**config.mk**
```make
export PLATFORM = sky130hd
export DESIGN_NAME = hrs_host_resp
export DESIGN_NICKNAME = d
export VERILOG_FILES = /design/src/verilog/hrs_pkg.sv /design/src/verilog/hrs_ioq_mem.sv /design/src/verilog/hrs_host_resp.sv
export VERILOG_INCLUDE_DIRS = /design/src /design/src/verilog
export SDC_FILE = /design/constraint.sdc
export NUM_CORES = 1
export LEC_CHECK = 0
export ABC_CLOCK_PERIOD_IN_PS = 1900
export BUFFER_PORTS_ARGS = -buffer_cell sky130_fd_sc_hd__buf_4
export CORE_UTILIZATION = 25
export DETAILED_ROUTE_END_ITERATION = 16
export PLACE_DENSITY_LB_ADDON = 0.2
export SYNTH_ARGS = -nofsm -noshare
export SYNTH_HDL_FRONTEND = slang
export SYNTH_SLANG_ARGS = --single-unit
export TNS_END_PERCENT = 30
```
**constraint.sdc**
```tcl
create_clock -name i_mclk -period 1.9 [get_ports i_mclk]
set_input_delay 0.095 -clock i_mclk [delete_from_list [all_inputs] [get_ports i_mclk]]
set_output_delay 0.095 -clock i_mclk [all_outputs]
set_load 0.01 [all_outputs]
```
**src/verilog/hrs_consts.svh**
```systemverilog
// Purpose: constants for the host response and special cycle block
// Assumes: included by bare name from design files
// Notes: response codes, special cycle encodings, queue entry layout
`ifndef HRS_CONSTS_SVH
`define HRS_CONSTS_SVH

// response status codes
`define HRS_RS_IDLE 3'h0
`define HRS_RS_RETRY 3'h1
`define HRS_RS_DEFER 3'h2
`define HRS_RS_RESERVED 3'h3
`define HRS_RS_HARD_FAIL 3'h4
`define HRS_RS_NO_DATA 3'h5
`define HRS_RS_IWB 3'h6
`define HRS_RS_NORMAL 3'h7

// special cycle request phase match
`define HRS_REQA_SPECIAL 5'h08
`define HRS_REQB_SPECIAL_LOW 3'h1

// special cycle type byte values
`define HRS_SC_NOP 8'h00
`define HRS_SC_SHUTDOWN 8'h01
`define HRS_SC_FLUSH 8'h02
`define HRS_SC_HALT 8'h03
`define HRS_SC_SYNC 8'h04
`define HRS_SC_FLUSH_ACK 8'h05
`define HRS_SC_STOP_CLK_ACK 8'h06
`define HRS_SC_MGMT_ACK 8'h07

// in-order queue
`define HRS_IOQ_DEPTH 4
`define HRS_ENT_W 8
`define HRS_ENT_CODE_MSB 2
`define HRS_ENT_CODE_LSB 0
`define HRS_ENT_FWD_MSB 4
`define HRS_ENT_FWD_LSB 3
`define HRS_ENT_SPECIAL 5
`define HRS_ENT_DATA 6
`define HRS_ENT_PROT 7

`endif

```
**src/verilog/hrs_pkg.sv**
```systemverilog
// Purpose: shared types for the host response and special cycle block
// Assumes: nothing
// Notes: enumerations only; numbers live in hrs_consts.svh
package hrs_pkg;
    typedef enum logic [2:0] {
        ST_IDLE,
        ST_DECIDE,
        ST_HUB_REQ,
        ST_HUB_WAIT,
        ST_DATA_WAIT
    } hrs_state_t;

    typedef enum logic [1:0] {
        FWD_NONE,
        FWD_SHUTDOWN,
        FWD_HALT,
        FWD_STOP_GRANT
    } hrs_fwd_t;
endpackage

```
**src/verilog/hrs_ioq_mem.sv**
```systemverilog
// Purpose: storage for the in-order queue entries
// Assumes: one write and one read port on i_mclk
// Notes: read data come from a register, one cycle after the address
`timescale 1ns/1ps
`default_nettype none
module hrs_ioq_mem #(
    parameter int W = 8,
    parameter int DEPTH = 4,
    parameter int AW = 2
) (
    // clock and reset
    input wire logic i_mclk,
    input wire logic i_rst_n,
    // write port
    input wire logic i_we,
    input wire logic [AW-1:0] i_waddr,
    input wire logic [W-1:0] i_wdata,
    // read port
    input wire logic [AW-1:0] i_raddr,
    output logic [W-1:0] o_rdata
);
    logic [W-1:0] mem_reg [DEPTH];

    always_ff @(posedge i_mclk) begin
        if (i_we) begin
            mem_reg[i_waddr] <= i_wdata;
        end
    end

    always_ff @(posedge i_mclk or negedge i_rst_n) begin
        if (!i_rst_n) begin
            o_rdata <= '0;
        end else begin
            o_rdata <= mem_reg[i_raddr];
        end
    end
endmodule
`default_nettype wire

```
**src/verilog/hrs_host_resp.sv**
```systemverilog
// Purpose: response code selection and special cycle handling on the host bus
// Assumes: request attributes come decoded from logic on the same clock
// Notes: special cycles always answer with the no-data code
//
// Summary of operation
// Retry hub-bound reads/writes and locked memory reads when resource busy.
// Defer eligible hub and graphics reads and I/O writes on request.
// Writes and zero-length reads get the no-data code.
// Snoop hit on modified line gives implicit writeback code.
// Reads get normal data code, sent once read data is ready.
// Special cycle: first code 01000, second code low bits 001.
// Special type taken from second-phase byte; first address ignored.
// No-operation special cycle has no side effects.
// Shutdown forwarded downstream; retired after downstream master abort.
// Flush claimed and retired locally.
// Halt forwarded downstream; retired after downstream master abort.
// Sync claimed and retired locally.
// Flush acknowledge claimed and retired locally.
// Stop-clock acknowledge forwarded as stop-grant; retired after master abort.
// Management acknowledge with qualifier set opens protected space.
// Management acknowledge with qualifier clear closes protected space.
// Transactions are answered strictly in arrival order.
// Up to four outstanding requests are held in the in-order queue.
// Hard-failure and reserved codes are never driven.
// Undefined special types are claimed and retired without side effects.
`timescale 1ns/1ps
`default_nettype none
`include "hrs_consts.svh"
module hrs_host_resp
    import hrs_pkg::*;
#(
    parameter int IOQ_DEPTH = `HRS_IOQ_DEPTH
) (
    // clock and reset
    input wire logic i_mclk,
    input wire logic i_reset_n,
    // request phase
    input wire logic i_req_valid,
    output logic o_req_ready,
    input wire logic [4:0] i_first_request_phase_code,
    input wire logic [4:0] i_second_request_phase_code,
    input wire logic [7:0] i_second_phase_type_byte,
    input wire logic i_protected_space_qualifier,
    input wire logic i_req_read,
    input wire logic i_req_write,
    input wire logic i_req_zero_len,
    input wire logic i_req_io,
    input wire logic i_req_hub,
    input wire logic i_req_gfx,
    input wire logic i_req_locked,
    input wire logic i_req_busy,
    input wire logic i_req_defer,
    input wire logic i_snoop_hitm,
    // read data readiness
    input wire logic i_read_data_ready,
    // response phase
    output logic o_resp_valid,
    output logic [2:0] o_response_status_code,
    output logic o_resp_protected,
    // downstream special cycle
    output logic o_hub_sc_valid,
    output logic [1:0] o_hub_sc_kind,
    input wire logic i_hub_sc_ready,
    input wire logic i_hub_master_abort,
    // mode
    output logic o_protected_management_mode
);
    localparam int AW = $clog2(IOQ_DEPTH);
    localparam logic [AW:0] DEPTH_CNT = (AW+1)'(IOQ_DEPTH);
    localparam logic [AW-1:0] PTR_ONE = AW'(1);
    localparam logic [AW:0] CNT_ONE = (AW+1)'(1);

    logic rst_meta_reg;
    logic rst_n_sync;
    hrs_state_t state_reg;
    logic [AW-1:0] head_reg;
    logic [AW-1:0] tail_reg;
    logic [AW:0] count_reg;
    logic mode_reg;
    logic [1:0] fwd_reg;
    logic resp_valid_reg;
    logic [2:0] resp_code_reg;
    logic resp_prot_reg;
    logic req_take;
    logic req_special;
    logic finish;
    logic [2:0] push_code;
    hrs_fwd_t push_fwd;
    logic push_prot;
    logic [`HRS_ENT_W-1:0] push_ent;
    logic [`HRS_ENT_W-1:0] ioq_rdata;
    logic [2:0] ent_code;
    hrs_fwd_t ent_fwd;
    logic ent_special;
    logic ent_data;
    logic ent_prot;

    // reset release
    always_ff @(posedge i_mclk or negedge i_reset_n) begin
        if (!i_reset_n) begin
            rst_meta_reg <= 1'b0;
            rst_n_sync <= 1'b0;
        end else begin
            rst_meta_reg <= 1'b1;
            rst_n_sync <= rst_meta_reg;
        end
    end

    // response code chosen at request time; priority top to bottom
    function automatic logic [2:0] hrs_pick_code(
        input logic special, input logic hitm, input logic busy, input logic defer,
        input logic hub, input logic gfx, input logic locked, input logic rd,
        input logic wr, input logic zero, input logic io);
        logic retry_ok;
        logic defer_ok;
        retry_ok = busy && ((hub && (rd || wr)) || (locked && rd && !hub && !gfx));
        defer_ok = defer && (hub || gfx) && (rd || (wr && io));
        if (special) begin
            hrs_pick_code = `HRS_RS_NO_DATA;
        end else if (hitm) begin
            hrs_pick_code = `HRS_RS_IWB;
        end else if (retry_ok) begin
            hrs_pick_code = `HRS_RS_RETRY;
        end else if (defer_ok) begin
            hrs_pick_code = `HRS_RS_DEFER;
        end else if (wr || zero || !rd) begin
            hrs_pick_code = `HRS_RS_NO_DATA;
        end else begin
            hrs_pick_code = `HRS_RS_NORMAL;
        end
    endfunction

    // only the type byte matters; the first address phase is never looked at
    function automatic hrs_fwd_t hrs_fwd_of(input logic [7:0] sc_type);
        case (sc_type)
            `HRS_SC_SHUTDOWN: hrs_fwd_of = FWD_SHUTDOWN;
            `HRS_SC_HALT: hrs_fwd_of = FWD_HALT;
            `HRS_SC_STOP_CLK_ACK: hrs_fwd_of = FWD_STOP_GRANT;
            // nop, flush, sync, flush ack, mgmt ack and undefined stay local
            default: hrs_fwd_of = FWD_NONE;
        endcase
    endfunction

    assign o_req_ready = (count_reg != DEPTH_CNT);
    assign req_take = i_req_valid && o_req_ready;
    assign req_special = (i_first_request_phase_code == `HRS_REQA_SPECIAL)
        && (i_second_request_phase_code[2:0] == `HRS_REQB_SPECIAL_LOW);

    always_comb begin
        push_code = hrs_pick_code(req_special, i_snoop_hitm, i_req_busy, i_req_defer,
            i_req_hub, i_req_gfx, i_req_locked, i_req_read, i_req_write,
            i_req_zero_len, i_req_io);
        push_fwd = req_special ? hrs_fwd_of(i_second_phase_type_byte) : FWD_NONE;
        push_prot = mode_reg && i_protected_space_qualifier && !req_special;
        push_ent = {push_prot, (push_code == `HRS_RS_NORMAL), req_special, push_fwd,
            push_code};
    end

    hrs_ioq_mem #(
        .W(`HRS_ENT_W),
        .DEPTH(IOQ_DEPTH),
        .AW(AW)
    ) i_hrs_ioq_mem (
        .i_mclk(i_mclk),
        .i_rst_n(rst_n_sync),
        .i_we(req_take),
        .i_waddr(tail_reg),
        .i_wdata(push_ent),
        .i_raddr(head_reg),
        .o_rdata(ioq_rdata)
    );

    assign ent_code = ioq_rdata[`HRS_ENT_CODE_MSB:`HRS_ENT_CODE_LSB];
    assign ent_fwd = hrs_fwd_t'(ioq_rdata[`HRS_ENT_FWD_MSB:`HRS_ENT_FWD_LSB]);
    assign ent_special = ioq_rdata[`HRS_ENT_SPECIAL];
    assign ent_data = ioq_rdata[`HRS_ENT_DATA];
    assign ent_prot = ioq_rdata[`HRS_ENT_PROT];

    // head entry is retired this cycle
    always_comb begin
        case (state_reg)
            ST_DECIDE: finish = (ent_fwd == FWD_NONE) && !ent_data;
            ST_HUB_REQ: finish = i_hub_sc_ready && i_hub_master_abort;
            ST_HUB_WAIT: finish = i_hub_master_abort;
            ST_DATA_WAIT: finish = i_read_data_ready;
            default: finish = 1'b0;
        endcase
    end

    // queue pointers; only the head is ever retired
    always_ff @(posedge i_mclk or negedge rst_n_sync) begin
        if (!rst_n_sync) begin
            head_reg <= '0;
            tail_reg <= '0;
            count_reg <= '0;
        end else begin
            if (req_take) begin
                tail_reg <= tail_reg + PTR_ONE;
            end
            if (finish) begin
                head_reg <= head_reg + PTR_ONE;
            end
            if (req_take && !finish) begin
                count_reg <= count_reg + CNT_ONE;
            end else if (finish && !req_take) begin
                count_reg <= count_reg - CNT_ONE;
            end
        end
    end

    // sequencer; read data register needs one cycle after the head moves
    always_ff @(posedge i_mclk or negedge rst_n_sync) begin
        if (!rst_n_sync) begin
            state_reg <= ST_IDLE;
        end else begin
            case (state_reg)
                ST_IDLE: begin
                    if (count_reg != '0) begin
                        state_reg <= ST_DECIDE;
                    end
                end
                ST_DECIDE: begin
                    if (ent_fwd != FWD_NONE) begin
                        state_reg <= ST_HUB_REQ;
                    end else if (ent_data) begin
                        state_reg <= ST_DATA_WAIT;
                    end else begin
                        state_reg <= ST_IDLE;
                    end
                end
                ST_HUB_REQ: begin
                    if (finish) begin
                        state_reg <= ST_IDLE;
                    end else if (i_hub_sc_ready) begin
                        state_reg <= ST_HUB_WAIT;
                    end
                end
                ST_HUB_WAIT: begin
                    if (finish) begin
                        state_reg <= ST_IDLE;
                    end
                end
                ST_DATA_WAIT: begin
                    if (finish) begin
                        state_reg <= ST_IDLE;
                    end
                end
                default: state_reg <= ST_IDLE;
            endcase
        end
    end

    assign o_hub_sc_valid = (state_reg == ST_HUB_REQ);
    assign o_hub_sc_kind = fwd_reg;

    always_ff @(posedge i_mclk or negedge rst_n_sync) begin
        if (!rst_n_sync) begin
            fwd_reg <= 2'h0;
        end else if (state_reg == ST_DECIDE) begin
            fwd_reg <= ent_fwd;
        end
    end

    // mode follows arrival order so later requests see it at once
    always_ff @(posedge i_mclk or negedge rst_n_sync) begin
        if (!rst_n_sync) begin
            mode_reg <= 1'b0;
        end else if (req_take && req_special
            && (i_second_phase_type_byte == `HRS_SC_MGMT_ACK)) begin
            mode_reg <= i_protected_space_qualifier;
        end
    end
    assign o_protected_management_mode = mode_reg;

    // response phase; only codes from the entry or idle ever reach the pins
    always_ff @(posedge i_mclk or negedge rst_n_sync) begin
        if (!rst_n_sync) begin
            resp_valid_reg <= 1'b0;
            resp_code_reg <= `HRS_RS_IDLE;
            resp_prot_reg <= 1'b0;
        end else begin
            resp_valid_reg <= finish;
            resp_code_reg <= finish ? ent_code : `HRS_RS_IDLE;
            resp_prot_reg <= finish && ent_prot;
        end
    end
    assign o_resp_valid = resp_valid_reg;
    assign o_response_status_code = resp_code_reg;
    assign o_resp_protected = resp_prot_reg;

    property p_code_legal;
        @(posedge i_mclk) disable iff (!rst_n_sync)
        o_resp_valid |-> !(o_response_status_code inside {`HRS_RS_HARD_FAIL, `HRS_RS_RESERVED,
            `HRS_RS_IDLE});
    endproperty
    a_code_legal: assert property (p_code_legal) else $error("illegal response code");

    property p_fwd_issue;
        @(posedge i_mclk) disable iff (!rst_n_sync)
        (state_reg == ST_DECIDE && ent_fwd != FWD_NONE)
            |=> o_hub_sc_valid && !o_resp_valid && (o_hub_sc_kind == $past(ent_fwd));
    endproperty
    a_fwd_issue: assert property (p_fwd_issue) else $error("special cycle not forwarded");

    property p_abort_retire;
        @(posedge i_mclk) disable iff (!rst_n_sync)
        (state_reg == ST_HUB_WAIT && i_hub_master_abort)
            |=> o_resp_valid && (o_response_status_code == `HRS_RS_NO_DATA);
    endproperty
    a_abort_retire: assert property (p_abort_retire) else $error("no retire after abort");

    property p_wait_abort;
        @(posedge i_mclk) disable iff (!rst_n_sync)
        (state_reg == ST_HUB_WAIT && !i_hub_master_abort) |=> !o_resp_valid;
    endproperty
    a_wait_abort: assert property (p_wait_abort) else $error("retired before abort");

    property p_local_special;
        @(posedge i_mclk) disable iff (!rst_n_sync)
        (state_reg == ST_DECIDE && ent_special && ent_fwd == FWD_NONE)
            |=> !o_hub_sc_valid && o_resp_valid && (o_response_status_code == `HRS_RS_NO_DATA);
    endproperty
    a_local_special: assert property (p_local_special) else $error("local special wrong");

    property p_mode_enter;
        @(posedge i_mclk) disable iff (!rst_n_sync)
        (req_take && req_special && i_second_phase_type_byte == `HRS_SC_MGMT_ACK
            && i_protected_space_qualifier) |=> o_protected_management_mode;
    endproperty
    a_mode_enter: assert property (p_mode_enter) else $error("space not opened");

    property p_mode_exit;
        @(posedge i_mclk) disable iff (!rst_n_sync)
        (req_take && req_special && i_second_phase_type_byte == `HRS_SC_MGMT_ACK
            && !i_protected_space_qualifier) |=> !o_protected_management_mode;
    endproperty
    a_mode_exit: assert property (p_mode_exit) else $error("protected space not closed");

    property p_nop_quiet;
        @(posedge i_mclk) disable iff (!rst_n_sync)
        (req_take && req_special && i_second_phase_type_byte == `HRS_SC_NOP)
            |=> $stable(o_protected_management_mode);
    endproperty
    a_nop_quiet: assert property (p_nop_quiet) else $error("nop changed mode");

    property p_depth;
        @(posedge i_mclk) disable iff (!rst_n_sync)
        (count_reg <= DEPTH_CNT) && (o_req_ready == (count_reg != DEPTH_CNT));
    endproperty
    a_depth: assert property (p_depth) else $error("queue depth broken");

    property p_in_order;
        @(posedge i_mclk) disable iff (!rst_n_sync)
        finish |=> (head_reg == $past(head_reg) + PTR_ONE) && o_resp_valid
            && (o_response_status_code == $past(ent_code));
    endproperty
    a_in_order: assert property (p_in_order) else $error("head out of order");

    property p_normal_data;
        @(posedge i_mclk) disable iff (!rst_n_sync)
        (o_resp_valid && o_response_status_code == `HRS_RS_NORMAL)
            |-> $past(state_reg) == ST_DATA_WAIT && $past(i_read_data_ready);
    endproperty
    a_normal_data: assert property (p_normal_data) else $error("data code without data");
endmodule
`default_nettype wire

```
==> out/metrics.csv <==
metric,value,unit
status,"complete, but fails checks",
failing checks,setup timing,
Worst VDD drop,326,uV
critical path required time,2140,ps
Worst EP arrival,2240,ps
number of synthesis warnings,0,
die height,98.6,um
dominant cells by area after synthesis,"edfxtp_1 (36%), dfrtp_1 (29%), mux4_2 (6.8%)",
overall global routing resource usage,9.36,%
"most common cell after layout, fill and taps aside",buf_4,
Max Clk Rate,0.499,GHz
CTS tree,done,
largest net degree at the start of global routing,26,
DR WL/cell,12.6,um
Hold Startpoint,i_hub_master_abort,
final hold violations,0,
WS Path Type,register to register,
period utilization,105,%
met2 Usage GRT,14.5,%
Reg-to-Reg End,count_reg[2],
Critical Path Source Type,register,
site row count,34,
post-synthesis net count,193,
synthesis-stage register bit count,55,
Pleak,0.00131,uW
Initial Util,26.3,%
min cycle time layout,2000,ps
area of the multi-input gates,801,sq um
average size of a mapped cell,15.4,sq um
Fin Setup TNS,-197,ps
setup ws final,-102,ps
R2R cell count,9,
register area share after synthesis,65.0,%
Setup Skew,5.15,ps
max_cap viols,0,
Remaining DRCs,0,
first-pass GRT wire length,6.91,mm
layout cells sized above 1,46.9,%
Mapped Area,2330,sq um
vias per inst,4.23,
GR Overflow Total,0,
Synth cell types,43,
vias in the first global route,1434,
post-synth top area cell,edfxtp_1,
Hold Slack,65.8,ps
Antenna Nets Post-Route,0,
most frequent cells in the layout,"buf_4 (65), edfxtp_1 (28), dfrtp_1 (26)",
1st-pass router iterations,4,
# IOs,45,
CORE AREA,8890,sq um
flip-flop and latch area,1520,sq um
Hold Path Class,input pin to register,
Die Width,98.6,um
Finish-stage setup viols,2,
dpl hpwl,3.03,mm
Iteration-0 DRC Markers,30,
Clock Latency Late Sink,310,ps
Largest register FFs,28,
Yosys top cell area share,36.0,%
Final GP Congestion,0.708,
# port buffers,42,
# diodes,0,
met1 GRT Util,12.3,%
Clock Path Buffers,2,
"EDFF count, synth",28,
clock slew at reported path FFs,100,ps
initial antenna violation count,0,
RSZ-0062 raised after global routing,true,
flop-to-flop setup slack,-100,ps
CTS Buf Count,5,
worst hold path depth,4,
Clock Sinks,55,
H-tree levels,2,
Final nets,264,
FF-to-FF Start,state_reg[0],
Syn Inst Count,152,
GR peak layer,met2,
FILL cells,862,
CP Capture Type,register,
GR met3 Demand/Resource,2.48,%
ys flop type,edfxtp_1,
hold path endpoint,state_reg[1],
fraction of registers with async set/reset,49.1,%
final WL,4.17,mm
Clock Tree Root,clkbuf_8,
Final Max Slew Viols,0,
CP max FO,5,
vias,1406,
die area,9730,sq um
Area Overhead vs Synth,31.8,%
P per Cell Area,1290,nW/um^2
## routing by layer
layer	wire, um	vias to the layer above
met4	74	0
met3	206	6
met2	1890	45
li1	-	694
met5	0	-
met1	2000	661
## synth_stat cells (2+ instances only)
library cell,number
o211ai_1,2
mux4_2,7
xnor2_1,4
nor2_1,12
o21ai_0,4
edfxtp_1,28
inv_1,6
mux2_2,3
nand2_1,5
and3_2,4
ha_1,5
nor3_1,2
a21oi_1,4
xor2_1,3
nand3b_1,2
o31ai_1,2
dfrtp_1,27
nor2b_1,6
nand2b_1,2
## how the worst max path moves through the flow
| stage | startpoint | to | slack, ps | cells past startpoint |
|---|---|---|---|---|
| after floorplan | count_reg[1] | count_reg[1] | -190 | 8 |
| after global placement | count_reg[1] | count_reg[1] | -130 | 7 |
| after detailed placement | count_reg[1] | count_reg[1] | -130 | 7 |
| after CTS | state_reg[0] | count_reg[2] | -160 | 9 |
| after global routing | state_reg[0] | count_reg[2] | -230 | 9 |
| final | state_reg[0] | count_reg[2] | -100 | 9 |
## area by class of cell
| cell class | count | share of cell area [%] |
|---|---|---|
| Clock buffer | 5 | 2.24 |
| Clock inverter | 3 | 0.773 |
| Inverter | 6 | 0.732 |
| Multi-Input combinational cell | 88 | 26.0 |
| Sequential cell | 55 | 49.3 |
| Tap cell | 108 | 4.39 |
| Timing Repair Buffer | 67 | 16.5 |
## stage by stage
step / setup slack (ps) / total power [uW] / std cells / util [%] / area, sq um
floorplan: -189 / 2640 / 152 / - / 2330
global placement: -126 / 3270 / 320 / 32.9 / 2920
detailed placement: -127 / 3280 / 320 / 32.9 / 2920
CTS: -159 / 3970 / 329 / 34.1 / 3030
global route: -227 / 4250 / 332 / 34.6 / 3080
finish: -102 / 3970 / 332 / 34.6 / 3080
## worst max-delay path, cell delays in order, from the launching register on
cell and delay, ps:
dfrtp_1 440, nor2b_4 150, and3b_2 220, nor3_4 130
ha_2 210, inv_2 40, fa_2 320, xor2_1 140
nor2_1 130, xor2_1 150
## kinds of logic after synthesis
logic type,Yosys count,share of synthesized area [%]
other,1,0.161
muxes,11,8.84
AOI/OAI and AO/OA,17,4.56
xor gates and xnor gates,7,2.63
DFF,55,65.0
adders and majority gates,6,3.54
buffers and inverters,9,1.82
and+or+nand+nor,46,13.5
## where the power goes
group	leakage (uW)	total [uW]	switching [uW]	internal [uW]
sequential	0.000600	1840	230	1610
clock	0.0000461	666	400	267
combinational	0.000661	1460	593	870
## what timing repair did
item                                    CTS  global route
setup buffers                             0             2
hold buffers                              1             1
pin swaps                                 0             5
cloned                                    0             0
endpoints found under the hold margin     2             1
resized for setup                         1             9
endpoints found under the setup margin    2             2
Note: power is estimated with default switching activity, not from simulation.
